$ cat src/verilog/mss_seq_map.vh
// Constants for the multi stream sequencer
`ifndef MSS_SEQ_MAP_VH
`define MSS_SEQ_MAP_VH
`define MSS_NSTREAM      6
`define MSS_SIDX_W       3
`define MSS_SEC_W        9
`define MSS_CLK_HZ       10000000
`define MSS_TICK_W       24
`define MSS_CONC_W       16
`define MSS_DWELL_DEF_S  9'd30
`define MSS_DUR_DEF_S    9'd60
`define MSS_DUR_MAX_S    9'd360
`define MSS_BLINK_HZ     2
`define MSS_ONE_SEC      24'd10000000
`define MSS_BLINK_CYC    24'd2500000
`endif

$ cat src/verilog/mss_seq.v
// Multi stream sequencer: valve selection, purge dwell, measurement timing
// Overview of operation
// Auto mode cycles enabled streams, skipping disabled
// Manual mode steps only on button press
// Energise only the selected stream's valve
// Every switch starts a purge dwell, default 30 s
// Dwell: lamp blinks, display holds stored value
// After dwell: steady lamp, live concentration shown
// Stream held for full duration including dwell
// Dwell length comes from purge delay setting
// Per-stream duration, default 60 s, max 360
// Configurer keeps at least one stream enabled
// At most one valve on, one-hot indication
`timescale 1ns/100ps
`include "mss_seq_map.vh"
module mss_seq #(
  parameter [`MSS_TICK_W-1:0] SEC_CYCLES   = `MSS_ONE_SEC,
  parameter [`MSS_TICK_W-1:0] BLINK_CYCLES = `MSS_BLINK_CYC
) (
  input  wire                          clk_sys,
  input  wire                          arst_n,
  input  wire                          manual_stepping,
  input  wire                          step_button,
  input  wire [`MSS_NSTREAM-1:0]       stream_enable,
  input  wire [`MSS_SEC_W-1:0]         purge_delay_setting,
  input  wire [`MSS_NSTREAM*`MSS_SEC_W-1:0] stream_duration,
  input  wire [`MSS_CONC_W-1:0]        live_conc,
  output reg  [`MSS_NSTREAM-1:0]       valve_q,
  output reg                           lamp_q,
  output reg  [`MSS_CONC_W-1:0]        display_q,
  output reg                           measuring_q
);

  localparam ST_DWELL   = 1'b0;
  localparam ST_MEASURE = 1'b1;

  // Pin inputs pass two flops; the step button passes a third for edge detect
  reg                      btn_s1_q, btn_s2_q, btn_s3_q;
  reg                      man_s1_q, man_s2_q;
  reg [`MSS_NSTREAM-1:0]   en_s1_q, en_s2_q;
  // Settings come from panel logic outside this clock
  // Multi-bit settings are quasi-static; a torn word lasts one cycle
  reg [`MSS_SEC_W-1:0]     pd_s1_q, pd_s2_q;
  reg [`MSS_NSTREAM*`MSS_SEC_W-1:0] dur_s1_q, dur_s2_q;
  // Marks streams that hold a stored reading
  reg [`MSS_NSTREAM-1:0]   seen_q;

  reg [`MSS_SIDX_W-1:0]    idx_q;
  reg                      state_q;
  reg [`MSS_TICK_W-1:0]    tick_q;
  reg [`MSS_SEC_W-1:0]     sec_q;
  reg [`MSS_TICK_W-1:0]    blink_cnt_q;
  reg                      blink_q;
  reg [`MSS_CONC_W-1:0]    last_conc_q [0:`MSS_NSTREAM-1];

  // Next enabled stream after cur; stays put if none enabled
  function [`MSS_SIDX_W-1:0] next_en;
    input [`MSS_SIDX_W-1:0]  cur;
    input [`MSS_NSTREAM-1:0] en;
    integer k;
    reg [`MSS_SIDX_W-1:0] cand;
    reg found;
    begin
      next_en = cur;
      found   = 1'b0;
      cand    = cur;
      for (k = 1; k <= `MSS_NSTREAM; k = k + 1) begin
        if (cand == `MSS_NSTREAM - 1)
          cand = {`MSS_SIDX_W{1'b0}};
        else
          cand = cand + 1'b1;
        if (!found && en[cand]) begin
          next_en = cand;
          found   = 1'b1;
        end
      end
    end
  endfunction

  // Clamp configured duration into the legal range
  function [`MSS_SEC_W-1:0] dur_of;
    input [`MSS_SIDX_W-1:0] i;
    reg [`MSS_SEC_W-1:0] d;
    begin
      d = dur_s2_q[i*`MSS_SEC_W +: `MSS_SEC_W];
      if (d > `MSS_DUR_MAX_S)
        dur_of = `MSS_DUR_MAX_S;
      else
        dur_of = d;
    end
  endfunction

  wire                    btn_press = btn_s2_q & ~btn_s3_q;
  wire                    sec_tick  = (tick_q == SEC_CYCLES - 1'b1);
  wire [`MSS_SEC_W-1:0]   dur_cur   = dur_of(idx_q);
  // Dwell never outlasts the duration; a zero dwell skips purge
  wire [`MSS_SEC_W-1:0]   dwell_len = (pd_s2_q > dur_cur) ?
                                      dur_cur : pd_s2_q;
  wire                    dur_done  = sec_tick &&
                                      (sec_q + 1'b1 >= dur_cur);
  wire                    advance   = man_s2_q ? btn_press
                                               : dur_done;
  wire [`MSS_SIDX_W-1:0]  idx_nxt   = next_en(idx_q, en_s2_q);
  // A step with no other enabled stream is ignored
  wire                    switch_now = advance && (idx_nxt != idx_q);
  // Next value of measuring_q; lamp and display follow it so that
  // they change in the same cycle as the measure flag
  wire                    meas_nxt  = !switch_now &&
                                      ((state_q == ST_MEASURE) ||
                                       (sec_q >= dwell_len));

  always @(posedge clk_sys or negedge arst_n) begin
    if (!arst_n) begin
      btn_s1_q <= 1'b0;
      btn_s2_q <= 1'b0;
      btn_s3_q <= 1'b0;
      man_s1_q <= 1'b0;
      man_s2_q <= 1'b0;
      en_s1_q  <= {`MSS_NSTREAM{1'b1}};
      en_s2_q  <= {`MSS_NSTREAM{1'b1}};
      pd_s1_q  <= `MSS_DWELL_DEF_S;
      pd_s2_q  <= `MSS_DWELL_DEF_S;
      dur_s1_q <= {`MSS_NSTREAM{`MSS_DUR_DEF_S}};
      dur_s2_q <= {`MSS_NSTREAM{`MSS_DUR_DEF_S}};
    end else begin
      btn_s1_q <= step_button;
      btn_s2_q <= btn_s1_q;
      btn_s3_q <= btn_s2_q;
      man_s1_q <= manual_stepping;
      man_s2_q <= man_s1_q;
      en_s1_q  <= stream_enable;
      en_s2_q  <= en_s1_q;
      pd_s1_q  <= purge_delay_setting;
      pd_s2_q  <= pd_s1_q;
      dur_s1_q <= stream_duration;
      dur_s2_q <= dur_s1_q;
    end
  end

  always @(posedge clk_sys or negedge arst_n) begin
    if (!arst_n) begin
      idx_q       <= {`MSS_SIDX_W{1'b0}};
      state_q     <= ST_DWELL;
      tick_q      <= {`MSS_TICK_W{1'b0}};
      sec_q       <= {`MSS_SEC_W{1'b0}};
      valve_q     <= {`MSS_NSTREAM{1'b0}};
      measuring_q <= 1'b0;
    end else begin
      valve_q <= {`MSS_NSTREAM{1'b0}};
      valve_q[idx_q] <= 1'b1;
      if (switch_now) begin
        idx_q       <= idx_nxt;
        state_q     <= ST_DWELL;
        tick_q      <= {`MSS_TICK_W{1'b0}};
        sec_q       <= {`MSS_SEC_W{1'b0}};
        measuring_q <= 1'b0;
        // Break before make: all valves off for the switch cycle
        valve_q     <= {`MSS_NSTREAM{1'b0}};
      end else begin
        tick_q <= sec_tick ? {`MSS_TICK_W{1'b0}} : tick_q + 1'b1;
        if (dur_done && man_s2_q)
          sec_q <= sec_q; // Manual mode measures on until stepped
        else if (dur_done)
          sec_q <= {`MSS_SEC_W{1'b0}};
        else if (sec_tick)
          sec_q <= sec_q + 1'b1;
        case (state_q)
          ST_DWELL: begin
            if (sec_q >= dwell_len) begin
              state_q     <= ST_MEASURE;
              measuring_q <= 1'b1;
            end
          end
          ST_MEASURE: begin
            measuring_q <= 1'b1;
            if (dur_done && !man_s2_q) begin
              // Lone enabled stream: re-purge is pointless, keep measuring
              state_q <= ST_MEASURE;
            end
          end
          default: state_q <= ST_DWELL;
        endcase
      end
    end
  end

  always @(posedge clk_sys or negedge arst_n) begin
    if (!arst_n) begin
      blink_cnt_q <= {`MSS_TICK_W{1'b0}};
      blink_q     <= 1'b0;
      lamp_q      <= 1'b0;
      display_q   <= {`MSS_CONC_W{1'b0}};
      seen_q      <= {`MSS_NSTREAM{1'b0}};
    end else begin
      // Unmeasured streams show zero rather than stale memory
      if (state_q == ST_MEASURE)
        seen_q[idx_q] <= 1'b1;
      if (blink_cnt_q == BLINK_CYCLES - 1'b1) begin
        blink_cnt_q <= {`MSS_TICK_W{1'b0}};
        blink_q     <= ~blink_q;
      end else begin
        blink_cnt_q <= blink_cnt_q + 1'b1;
      end
      if (!meas_nxt) begin
        lamp_q    <= blink_q;
        display_q <= seen_q[idx_q] ? last_conc_q[idx_q]
                                   : {`MSS_CONC_W{1'b0}};
      end else begin
        lamp_q    <= 1'b1;
        display_q <= live_conc;
      end
    end
  end

  // Stored readings have no reset; array stays plain memory
  always @(posedge clk_sys) begin
    if (state_q == ST_MEASURE)
      last_conc_q[idx_q] <= live_conc;
  end

endmodule

$ cat config.mk
export PLATFORM = sky130hd
export DESIGN_NAME = mss_seq
export DESIGN_NICKNAME = d
export VERILOG_FILES = /design/src/verilog/mss_seq.v
export VERILOG_INCLUDE_DIRS = /design/src /design/src/verilog
export SDC_FILE = /design/constraint.sdc
export NUM_CORES = 1
export LEC_CHECK = 0
export ABC_AREA = 1
export BUFFER_PORTS_ARGS = -buffer_cell sky130_fd_sc_hd__buf_2
export CAP_MARGIN = 25
export CORE_MARGIN = 1
export CORE_UTILIZATION = 50
export CTS_CLUSTER_SIZE = 10
export DETAILED_ROUTE_END_ITERATION = 6
export GPL_TIMING_DRIVEN = 0
export PLACE_DENSITY = 0.75
export SYNTH_ARGS = -nofsm -noshare
export SYNTH_HDL_FRONTEND = slang
export SYNTH_SLANG_ARGS = --single-unit
$ cat constraint.sdc
create_clock -name clk_sys -period 6.16 [get_ports clk_sys]
set_input_delay 0.308 -clock clk_sys [delete_from_list [all_inputs] [get_ports clk_sys]]
set_output_delay 0.308 -clock clk_sys [all_outputs]
set_load 0.005 [all_outputs]
# == After elaboration in Yosys (flattened, before gate mapping) ==
# Memories as Yosys holds them, arrays and structs flattened.
# Index checks and enable logic that the tools add are counted.
# word_totals
register_bits,235
mem_bits_rw,96
input_bits,89
out_inout_bits,24
word_cells,136
memories,1
# classes
add_sub_neg,9
multipliers,1
order_cmp,12
n_eq_ne,11
n_shift,1
mux,55
bitwise_logic,5
reduce_logical,19
# memory_table
name,depth,word_bits,rd,rd_ports_with_merged_regs,wr,line,source
last_conc_q,6,16,1,0,1,mss_seq.v:54,reg [`MSS_CONC_W-1:0] last_conc_q [0:`MSS_NSTREAM-1];
# op_table
op,count
$mux 24,3
$mux 9,6
$shiftx 54x8->9,1
$add 24x1->24 const B,2
$mux 3,12
$mux 16,2
$lt 3x4->1 const B,7
$eq 24x22->1 const B,1
$eq 24x24->1 const B,1
$bmux 1 s3,7
$mux 1,21
$add 3x1->3 const B,6
$eq 3x3->1 const B,6
$ge 9x9->1,2
$logic_and 1x1->1,10
$add 9x1->9 const B,1
$gt 9x9->1,1
$gt 9x9->1 const B,1
$mul 3x4->7 const B,1
$logic_not 1->1,6
$mux 6,1
$or 6x6->6,1
$pmux 1 s2,2
$demux 1 s3,1
9 further kinds,11

# == Depth between registers and ports, before layout ==
# Gate-level depths: netlist (run 1).
# logic_depth
ltp_word,25
ltp_mapped,39
mapped_depth_nobuf,35

# == Worst setup path after synthesis (run 1) ==
# No wires, ideal clock.
# synth_timing
kind,reg2reg
start,register idx_q[1]
end,register display_q[10]
setup_ns,0.066
arrival_ns,4.986
required_time_ns,6.094
path_slack_ns,1.109
path_stages_with_launch,36
n_path_buf,4
period_less_slack_ns,5.051
path_cell_list,dfrtp_1 -> buf_6 -> nor2_4 -> clkbuf_1 -> inv_1 -> a21oi_1 -> a211oi_1 -> and2_1 -> nor3_1 -> nand3_1 -> nand2_1 -> o21ai_0 -> ha_1 -> nand2_1 -> nor2_1 -> a211oi_1 -> o21ai_0 -> nand3_1 -> a21oi_1 -> a211o_1 -> o41ai_1 -> inv_1 -> clkbuf_1 -> o21ai_0 -> ha_1 -> nand2_1 -> o211ai_1 -> nand3_1 -> nand2_1 -> nand3_1 -> nand2_1 -> a21oi_1 -> o21ai_1 -> clkbuf_1 -> nand3_1 -> nand2_1
# synth_via
elab_chain_cells,25
elab_cells_between_ends,71
cone_classes,6 x add/sub; 1 x mul; 4 x order compare; 7 x eq/ne; 1 x shift; 36 x mux; 15 x reduce/logical; 1 x memory
# synth_rtl
item,line,source
"start, declared",mss_seq.v:48,reg [`MSS_SIDX_W-1:0] idx_q;
"start signal, assigned",mss_seq.v:142,idx_q <= {`MSS_SIDX_W{1'b0}};
"start signal, assigned",mss_seq.v:152,idx_q <= idx_nxt;
branches (longest 24 deep; another with $add 3x1->3),--,
$mux 16 (*),mss_seq.v:204,if (!meas_nxt) begin
"end signal, assigned",mss_seq.v:192,display_q <= {`MSS_CONC_W{1'b0}};
"end signal, assigned",mss_seq.v:206,display_q <= seen_q[idx_q] ? last_conc_q[idx_q]
"end signal, assigned",mss_seq.v:210,display_q <= live_conc;
"end, declared",mss_seq.v:30,"output reg [`MSS_CONC_W-1:0] display_q,"
# Mark *: on every way between the ends. The select of a mux whose other input is x is not followed.
# A chain may end at the register's enable or synchronous reset.

# == Final worst setup path (run 1) ==
# layout_timing
start,register idx_q[0]
end,register display_q[13]
# Same word-level chain as after synthesis.

==> impl_metrics.toml, run 1 <==
[status]
outcome = "finished, final reports clean"

[setup_path]
end_kind = "flip-flop"
crit_family = "simple AND/OR/NAND/NOR gates"
cp.required_ns = 6.58
r2r_end = "display_q[13]$_DFF_PN0_"
path_common_cell = "nand2_1"
path_class = "flip-flop to flip-flop"
cp.arrival_ns = 6.10
rr_startpoint = "idx_q[0]$_DFFE_PN0P_"
cpPeakStageDelay_ns = 0.37
cp_slowest_cell = "dfrtp_1"
r2r_slack_ns = 0.48
r2r_cells = 37
crit_cells = 37
critPathBufInv = 7
crit_fanout = 10
cp-start-kind = "flip-flop"

[finish]
layout-drive-gt1-share = 0.213
instances_no_fill = 1764
utilization = 0.629
multi_input_area_mm2 = 0.00392
area.sequential_mm2 = 0.00885
num-nets-final = 1517
area_delta_synth_final_pct = 23.3
fill_cells = 1956

[synth]
synth_fp_nets = 1283
post_synth.cell_area_avg_um2 = 11.4
synth_area_mm2 = 0.0133
yosys_warnings = 0
async_flop_share = 0.710
yosys_most_used_dff = "dfrtp_1"
yosysUniqueCellTypes = 55
synth_cells = 1164
seq_area_frac_synth = 0.666
synth-edff-count = 96
ys_seq_elements = 331

[drt]
drt_iter0_drc = 783
wl_per_cell_um = 17.2
drt_first_pass_iters = 5
routed_via_density = 5.35
wirelength_mm = 30.4
drc = 0
vias = 9435
ant_nets = 0

[place]
pre_cts_slack_ns = -0.682
place_congestion = 0.891
dpl.cell_count = 1614
hpwl_mm = 19.0
portBuffers = 112

[global_route]
use_met3 = 0.0360
grt-busiest-layer = "met2"
grt_antenna_before_repair = 1
grt-ovfl-total = 0
grtUsageTotal = 0.229
grt_util_met1 = 0.286
grt_max_degree = 119
grt_pass1_wl_mm = 47.9
use_met2 = 0.399
grt_pass1_vias = 9636

[die]
coreArea_mm2 = 0.0261
chipHeight_um = 165
rows = 59
start_util = 0.510
dieArea_mm2 = 0.0272
io_pins = 113
die_x_um = 165

[sta]
hold_viol_final = 0
final.setup.worst_slack_ns = 0.479
period_share = 0.922
report.final.setup_viol = 0
fin_crit_ns = 5.68
slew_violations = 0
clock_skew_ns = 0.0355
max_freq_mhz = 176
slew_headroom = 0.269
tightestPinTransition_ns = 1.09

[power_and_ir_drop]
cellPowerDensity_mw_per_mm2 = 430
p_leak_nw = 7.17
vdd_drop_max_v = 0.000235

[cts]
htree_num_levels = 2
cts-root-buf = "clkbuf_16"
cts_sinks = 331
clk_latency_ns = 0.55
cts_tree = "yes"
cts_buffer_depth = 3
numCtsBuffers = 40
cts.clk_slew.worst_paths_ns = 0.05

[hold_path]
min_path_type = "input port to flip-flop"
holdPathStages = 1
min_from = "live_conc[15]"
whs_endpoint = "last_conc_q[4][15]$_DFFE_PP_"

[flow_run]
maxCapViolCount = 0
-- worst reg2reg max path: cells and delay by family, from the launching register on --
kind	cells	cell delay (ns)
flops	1	0.37
simple gates	17	1.80
compound gates	11	1.60
fa+ha+maj	2	0.65
buf+inv	7	1.14
-- worst max-delay path by stage --
stage                               from                      end  slack (ns)
floorplan           idx_q[1]$_DFFE_PN0P_  display_q[10]$_DFF_PN0_        1.11
global placement    idx_q[0]$_DFFE_PN0P_   display_q[6]$_DFF_PN0_       -0.50
detailed placement  idx_q[0]$_DFFE_PN0P_   display_q[6]$_DFF_PN0_       -0.68
CTS                 idx_q[0]$_DFFE_PN0P_  display_q[13]$_DFF_PN0_        0.01
global route        idx_q[0]$_DFFE_PN0P_   display_q[6]$_DFF_PN0_       -0.01
finish              idx_q[0]$_DFFE_PN0P_  display_q[13]$_DFF_PN0_        0.48
-- cells in the final DEF, fill, tap and decap left out, types with 6 or more instances in the layout --
| cell | count |
|---|---|
| dfrtp_1 | 167 |
| a32oi_1 | 23 |
| nand2_1 | 214 |
| a22oi_1 | 8 |
| nor2_1 | 88 |
| xor2_1 | 25 |
| ha_1 | 30 |
| a31oi_1 | 32 |
| inv_1 | 93 |
| buf_2 | 116 |
| nand2_2 | 8 |
| edfxtp_1 | 96 |
| nand3_1 | 69 |
| buf_6 | 7 |
| mux2i_1 | 7 |
| o21ai_1 | 10 |
| nor3_1 | 18 |
| clkbuf_1 | 39 |
| nor4_1 | 8 |
| clkbuf_16 | 40 |
| dfstp_2 | 68 |
| buf_4 | 12 |
| a21oi_1 | 32 |
| a32o_1 | 6 |
| o21ai_0 | 32 |
| nand4_1 | 22 |
| dlygate4sd3_1 | 72 |
| nor2_2 | 7 |
-- synthesized netlist by cell type (3+ instances only) --
library cell  instances  area share
nand4_1              22       0.010
o221ai_1              3      0.0020
nor2_1               95       0.027
a21oi_1              33       0.012
ha_1                 30       0.028
inv_2                 5      0.0014
nand2_1             216       0.061
clkinv_1              3     0.00085
a31oi_1              32       0.015
buf_2                 5      0.0019
o21ai_1               9      0.0034
nor2_4                4      0.0034
o22ai_1               3      0.0014
inv_1                94       0.027
nand3_2               4      0.0030
nor4_1                8      0.0038
nand3_1              69       0.026
dfstp_2              68        0.13
o211ai_1              3      0.0017
edfxtp_1             96        0.22
xor2_1               25       0.016
xnor2_1               5      0.0033
mux2i_1               8      0.0060
dfrtp_1             167        0.31
nor3_1               18      0.0068
a22oi_1               8      0.0045
buf_6                 6      0.0051
o21ai_0              34       0.013
a32o_1                6      0.0045
buf_4                 4      0.0023
clkbuf_1             20      0.0056
a32oi_1              24       0.016
nand2_2               6      0.0028
-- final cells by class --
cell class,instances,share of cell area
clock inverters,6,0.00519
flip-flops and latches,331,0.540
clock buffers,66,0.0676
repair buffers,194,0.0855
plain buffers,34,0.0127
multi-input cells,693,0.239
inverters,104,0.0247
well taps,335,0.0256
diodes,1,0.000153
-- power by group --
part	total, W	switching (W)	internal (W)
Combinational	0.00237	0.00155	0.000817
Clock	0.00213	0.000891	0.00124
Sequential	0.00255	0.0000644	0.00248
-- flip-flops by register name, indices dropped and copies added (netlist names), 9 cells and up --
register / flops
last_conc_q: 96
dur_s1_q: 54
dur_s2_q: 54
blink_cnt_q: 24
tick_q: 24
display_q: 16
pd_s1_q: 9
pd_s2_q: 9
sec_q: 9
-- timing repair --
action	in CTS	in global routing
hold endpoints to repair	135	0
gates resized for setup	6	24
pin swaps	0	2
endpoints found under the setup margin	19	19
buffers inserted	0	7
hold buffers	72	0
-- kinds of logic (layout without fill, tap and decap cells) --
family,Yosys count,in the layout,synth area share
AO/OA/AOI/OAI,168,168,0.0819
XOR/XNOR,30,30,0.0198
buffers and inverters,140,404,0.0449
AND/OR/NAND/NOR,457,457,0.154
other,0,1,0
adder cells (fa/ha/maj),30,30,0.0282
flip-flops,331,331,0.666
multiplexers,8,8,0.00602
-- stage by stage --
step	instance area (µm²)	total power [W]	hold slack, ns	TNS, ns
3_3_place_gp	14300	0.00467	0.333	-6.73
3_5_place_dp	14400	0.00477	0.335	-10.10
6_report	16400	0.00705	0.0347	0
4_1_cts	16300	0.00695	0.0131	0
5_1_grt	16400	0.00743	0.0286	-0.0229
2_1_floorplan	13300	0.00407	0.0124	0
-- layer usage --
metal | share of wire | vias to the layer above
met5 | 0 | -
met4 | 0.030 | 0
met3 | 0.069 | 65
met2 | 0.50 | 351
met1 | 0.40 | 4543
li1 | - | 4476
Power figures use the tool's default switching activity.
==> run 2: changes to the inputs <==
--- a/config.mk
+++ b/config.mk
@@ -9,7 +9,7 @@
 export ABC_AREA = 1
 export BUFFER_PORTS_ARGS = -buffer_cell sky130_fd_sc_hd__buf_2
 export CAP_MARGIN = 25
-export CORE_MARGIN = 1
+export CORE_MARGIN = 2
 export CORE_UTILIZATION = 50
 export CTS_CLUSTER_SIZE = 10
 export DETAILED_ROUTE_END_ITERATION = 6
==> impl_metrics.toml, run 2 (synthesis gave the netlist of run 1 again) <==
[status]
outcome = "finished, final reports clean"

[die]
io_pins = 113
chipHeight_um = 167
coreArea_mm2 = 0.0261
die_x_um = 167
rows = 59
start_util = 0.510
dieArea_mm2 = 0.0279

[drt]
drc = 0
wl_per_cell_um = 17.8
routed_via_density = 5.43
drt_iter0_drc = 750
wirelength_mm = 31.4
ant_nets = 0
vias = 9587
drt_first_pass_iters = 6

[finish]
reg_top3 = "last_conc_q: 96 flops, dur_s1_q: 54 flops, dur_s2_q: 54 flops"
layout-drive-gt1-share = 0.216
final_common_cell = "nand2_1"
regMostFlops = "last_conc_q"
num-nets-final = 1517
area_delta_synth_final_pct = 23.3
layout_common_cells = "215 x nand2_1, 167 x dfrtp_1, 116 x buf_2"
largest_reg_flops = 96

[setup_path]
cp.arrival_ns = 6.23
path_class = "flip-flop to flip-flop"
cp.required_ns = 6.57
end_kind = "flip-flop"
critPathBufInv = 7
cp_slowest_cell = "dfrtp_1"
crit_family = "simple AND/OR/NAND/NOR gates"
path_common_cell = "nand2_1"
cpPeakStageDelay_ns = 0.39
crit_fanout = 10
cp-start-kind = "flip-flop"

[global_route]
use_met2 = 0.387
grtUsageTotal = 0.226
grt-busiest-layer = "met2"
grt-ovfl-total = 0
grt_pass1_wl_mm = 50.1
grt_util_met1 = 0.288
grt_max_degree = 121
grt_pass1_vias = 9753
grt_antenna_before_repair = 2
use_met3 = 0.0402

[cts]
cts_buffer_depth = 3
numCtsBuffers = 40
clk_latency_ns = 0.53
cts.clk_slew.worst_paths_ns = 0.05
cts_tree = "yes"
htree_num_levels = 2
cts_sinks = 331
cts-root-buf = "clkbuf_16"

[hold_path]
min_path_type = "input port to flip-flop"

[sta]
hold_ws_ns = 0.0448
hold_viol_final = 0
max_freq_mhz = 172
slew_headroom = 0.259
fin_crit_ns = 5.82
clock_skew_ns = 0.0274
period_share = 0.945
setup_tns_ns = 0
slew_violations = 0
report.final.setup_viol = 0
tightestPinTransition_ns = 1.10

[place]
portBuffers = 112
hpwl_mm = 19.1
place_congestion = 0.877

[power_and_ir_drop]
p_sw_w = 0.00248
p_sw_frac = 0.353
cellPowerDensity_mw_per_mm2 = 429
p_seq_frac = 0.363
vdd_drop_max_v = 0.000353
p_leak_nw = 7.18
total_power_w = 0.00704
power_frac_clock = 0.302
p_int_w = 0.00455
pwr-share-comb = 0.335

[flow_run]
maxCapViolCount = 0
-- run 2: power by group through the flow --
stage / Combinational (W) / Clock (W) / Sequential [W]
6_report: 0.00236 / 0.00212 / 0.00256
3_5_place_dp: 0.00216 / 0 / 0.00259
2_1_floorplan: 0.00149 / 0 / 0.00258
3_3_place_gp: 0.00209 / 0 / 0.00258
4_1_cts: 0.00222 / 0.00214 / 0.00255
5_1_grt: 0.00262 / 0.00225 / 0.00257
-- run 2: worst register-to-register path, delay by kind of cell, from the launching register on --
family                   cells  cell delay (ns)
AO/OA/AOI/OAI               11             1.77
adder cells (fa/ha/maj)      2             0.65
buffers and inverters        7             1.09
flip-flops                   1             0.39
AND/OR/NAND/NOR             17             1.81
-- run 2: final cells by class --
type	count	area [µm²]
Clock inverter	5	40.0
Inverter	104	408
Sequential cell	331	8850
Clock buffer	67	1140
Buffer	34	211
Tap cell	335	419
Multi-Input combinational cell	693	3920
Antenna cell	2	5.00
Timing Repair Buffer	194	1400
Fill cell	1957	9670
-- run 2: metal layers --
layer  vias up  part of all wire  wire length [µm]
li1       4482                 -                 -
met1      4657              0.40             12600
met2       378              0.50             15800
met3        70             0.068              2140
met4         0             0.028               869
met5         -                 0                 0
-- run 2: per-stage QoR --
stage / utilization / cells / cell area [µm²] / setup WS [ns]
2_1_floorplan: - / 1164 / 13300 / 1.11
4_1_cts: 0.624 / 1756 / 16300 / 0.0522
5_1_grt: 0.629 / 1764 / 16400 / -0.0514
3_3_place_gp: 0.548 / 1611 / 14300 / -0.563
6_report: 0.629 / 1765 / 16400 / 0.337
3_5_place_dp: 0.551 / 1614 / 14400 / -0.650
-- run 2: repair_timing --
action | CTS | global route
resized for setup | 7 | 25
hold buffers | 72 | 0
cloned | 0 | 0
hold endpoints to repair | 181 | 0
setup buffers | 0 | 7
pin swaps | 0 | 2
endpoints found under the setup margin | 19 | 19
-- run 2: final timing paths --
path	start	end	slack (ns)	cells past startpoint
max	idx_q[0]$_DFFE_PN0P_	display_q[13]$_DFF_PN0_	0.34	37
min	live_conc[13]	last_conc_q[2][13]$_DFFE_PP_	0.04	1
max reg2reg	idx_q[0]$_DFFE_PN0P_	display_q[13]$_DFF_PN0_	0.34	37
min reg2reg	man_s1_q$_DFF_PN0_	man_s2_q$_DFF_PN0_	0.34	0
max in group asynchronous	arst_n	blink_cnt_q[8]$_DFF_PN0_	4.66	3
min in group asynchronous	arst_n	dur_s1_q[17]$_DFF_PN0_	0.46	2
==> run 3: changes to the inputs <==
--- a/config.mk
+++ b/config.mk
@@ -7,7 +7,7 @@
 export NUM_CORES = 1
 export LEC_CHECK = 0
 export ABC_AREA = 1
-export BUFFER_PORTS_ARGS = -buffer_cell sky130_fd_sc_hd__buf_2
+export BUFFER_PORTS_ARGS = -buffer_cell sky130_fd_sc_hd__buf_4
 export CAP_MARGIN = 25
 export CORE_MARGIN = 2
 export CORE_UTILIZATION = 50
==> constraint.sdc (replaced) <==
create_clock -name clk_sys -period 6.16 [get_ports clk_sys]
set_input_delay 0.924 -clock clk_sys [delete_from_list [all_inputs] [get_ports clk_sys]]
set_output_delay 0.924 -clock clk_sys [all_outputs]
set_load 0.005 [all_outputs]
==> impl_metrics.toml, run 3 (synthesis gave the netlist of run 1 again) <==
[drt]
drc = 0
drt_iter0_drc = 623
drt_first_pass_iters = 5
routed_via_density = 5.36
wl_per_cell_um = 16.8
vias = 9056
wirelength_mm = 28.5
ant_nets = 0

[finish]
layout-drive-gt1-share = 0.226
instances_no_fill = 1691
layout_common_cells = "214 x nand2_1, 167 x dfrtp_1, 120 x buf_4"
final_common_cell = "nand2_1"
reg_top3 = "last_conc_q: 96 flops, dur_s1_q: 54 flops, dur_s2_q: 54 flops"
largest_reg_flops = 96
regMostFlops = "last_conc_q"
num-nets-final = 1445
area_delta_synth_final_pct = 19.8
diodes = 0

[die]
start_util = 0.510
rows = 59
chipHeight_um = 167
dieArea_mm2 = 0.0279
die_x_um = 167
coreArea_mm2 = 0.0261
io_pins = 113

[global_route]
grtUsageTotal = 0.206
grt_pass1_wl_mm = 46.3
grt-ovfl-total = 0
grt_antenna_before_repair = 0
grt_pass1_vias = 9260
grt_max_degree = 136

[setup_path]
startpoint = "idx_q[1]$_DFFE_PN0P_"
crit_family = "compound AO/OA/AOI/OAI gates"
critPathBufInv = 6
crit_fanout = 13
cp.arrival_ns = 6.13
rr_startpoint = "idx_q[1]$_DFFE_PN0P_"
cp.required_ns = 6.62
end_kind = "flip-flop"
cp_slowest_cell = "o21ai_0"
path_common_cell = "nand2_1"
cp-start-kind = "flip-flop"
path_class = "flip-flop to flip-flop"
r2r_cells = 36
cpPeakStageDelay_ns = 0.38
crit_cells = 36

[cts]
clk_latency_ns = 0.53
numCtsBuffers = 40
cts_sinks = 331
cts.clk_slew.worst_paths_ns = 0.06
cts_tree = "yes"
htree_num_levels = 2
cts_buffer_depth = 3
cts-root-buf = "clkbuf_16"

[sta]
slew_headroom = 0.351
tightestPinTransition_ns = 0.973
slew_violations = 0
final.setup.worst_slack_ns = 0.487
hold_ws_ns = 0.336
rsz0062_at_grt = "no"
clock_skew_ns = 0.0218
period_share = 0.921
hold_viol_final = 0
max_freq_mhz = 176
report.final.setup_viol = 0
fin_crit_ns = 5.67

[power_and_ir_drop]
cellPowerDensity_mw_per_mm2 = 436
p_leak_nw = 6.95
vdd_drop_max_v = 0.000282

[place]
portBuffers = 112
place_congestion = 0.864
dpl.cell_count = 1614
hpwl_mm = 19.1
pre_cts_slack_ns = -0.804

[status]
outcome = "finished, final reports clean"

[hold_path]
holdPathStages = 0
min_path_type = "flip-flop to flip-flop"
min_from = "dur_s1_q[27]$_DFF_PN0_"

[flow_run]
maxCapViolCount = 0
[run 3: worst paths after layout]
check	endpoint	slack, ns
worst min-delay path	dur_s2_q[27]$_DFF_PN0_	0.34
min in group asynchronous	dur_s1_q[8]$_DFF_PN0_	0.43
worst min register to register	dur_s2_q[27]$_DFF_PN0_	0.34
worst max register to register	display_q[10]$_DFF_PN0_	0.49
max in group asynchronous	display_q[15]$_DFF_PN0_	4.67
worst max-delay path	display_q[10]$_DFF_PN0_	0.49
[run 3: through the flow]
step / total power [W] / setup TNS [ns] / utilization / instance area [µm²]
floorplan: 0.00407 / 0 / - / 13300
global placement: 0.00472 / -8.22 / 0.559 / 14600
detailed placement: 0.00480 / -12.74 / 0.562 / 14600
CTS: 0.00690 / 0 / 0.607 / 15800
global route: 0.00735 / 0 / 0.611 / 15900
finish: 0.00694 / 0 / 0.611 / 15900
[run 3: cell type report]
class                      count  area, µm²
fill                        1981      10100
sequential                   331       8850
multi-input combinational    693       3910
clock buffer                  66       1120
timing repair buffer         122        973
tap                          335        419
inverter                     104        405
buffer                        34        208
clock inverter                 6       45.0
[run 3: power breakdown]
part | switching (W) | internal (W)
combinational | 0.00150 | 0.000813
sequential | 0.0000666 | 0.00248
clock | 0.000840 | 0.00124
[run 3: per-layer routing]
metal	track usage	part of all wire	routed length, µm
met5	0	0	0
met4	0.0817	0.027	774
met3	0.0364	0.066	1870
met2	0.342	0.48	13800
met1	0.273	0.42	12000
[run 3: worst register-to-register path, delay by kind of cell (launching register included)]
family | cells | cell delay (ns)
AO/OA/AOI/OAI | 12 | 2.01
AND/OR/NAND/NOR | 16 | 1.51
buffers and inverters | 6 | 1.10
adder cells (fa/ha/maj) | 2 | 0.60
flip-flops | 1 | 0.37
[run 3: timing repair]
action / 4_1_cts / 5_1_grt
hold buffers: 0 / 0
setup endpoints to repair: 19 / 19
resized for setup: 6 / 23
pin swaps: 1 / 0
setup buffers: 1 / 3
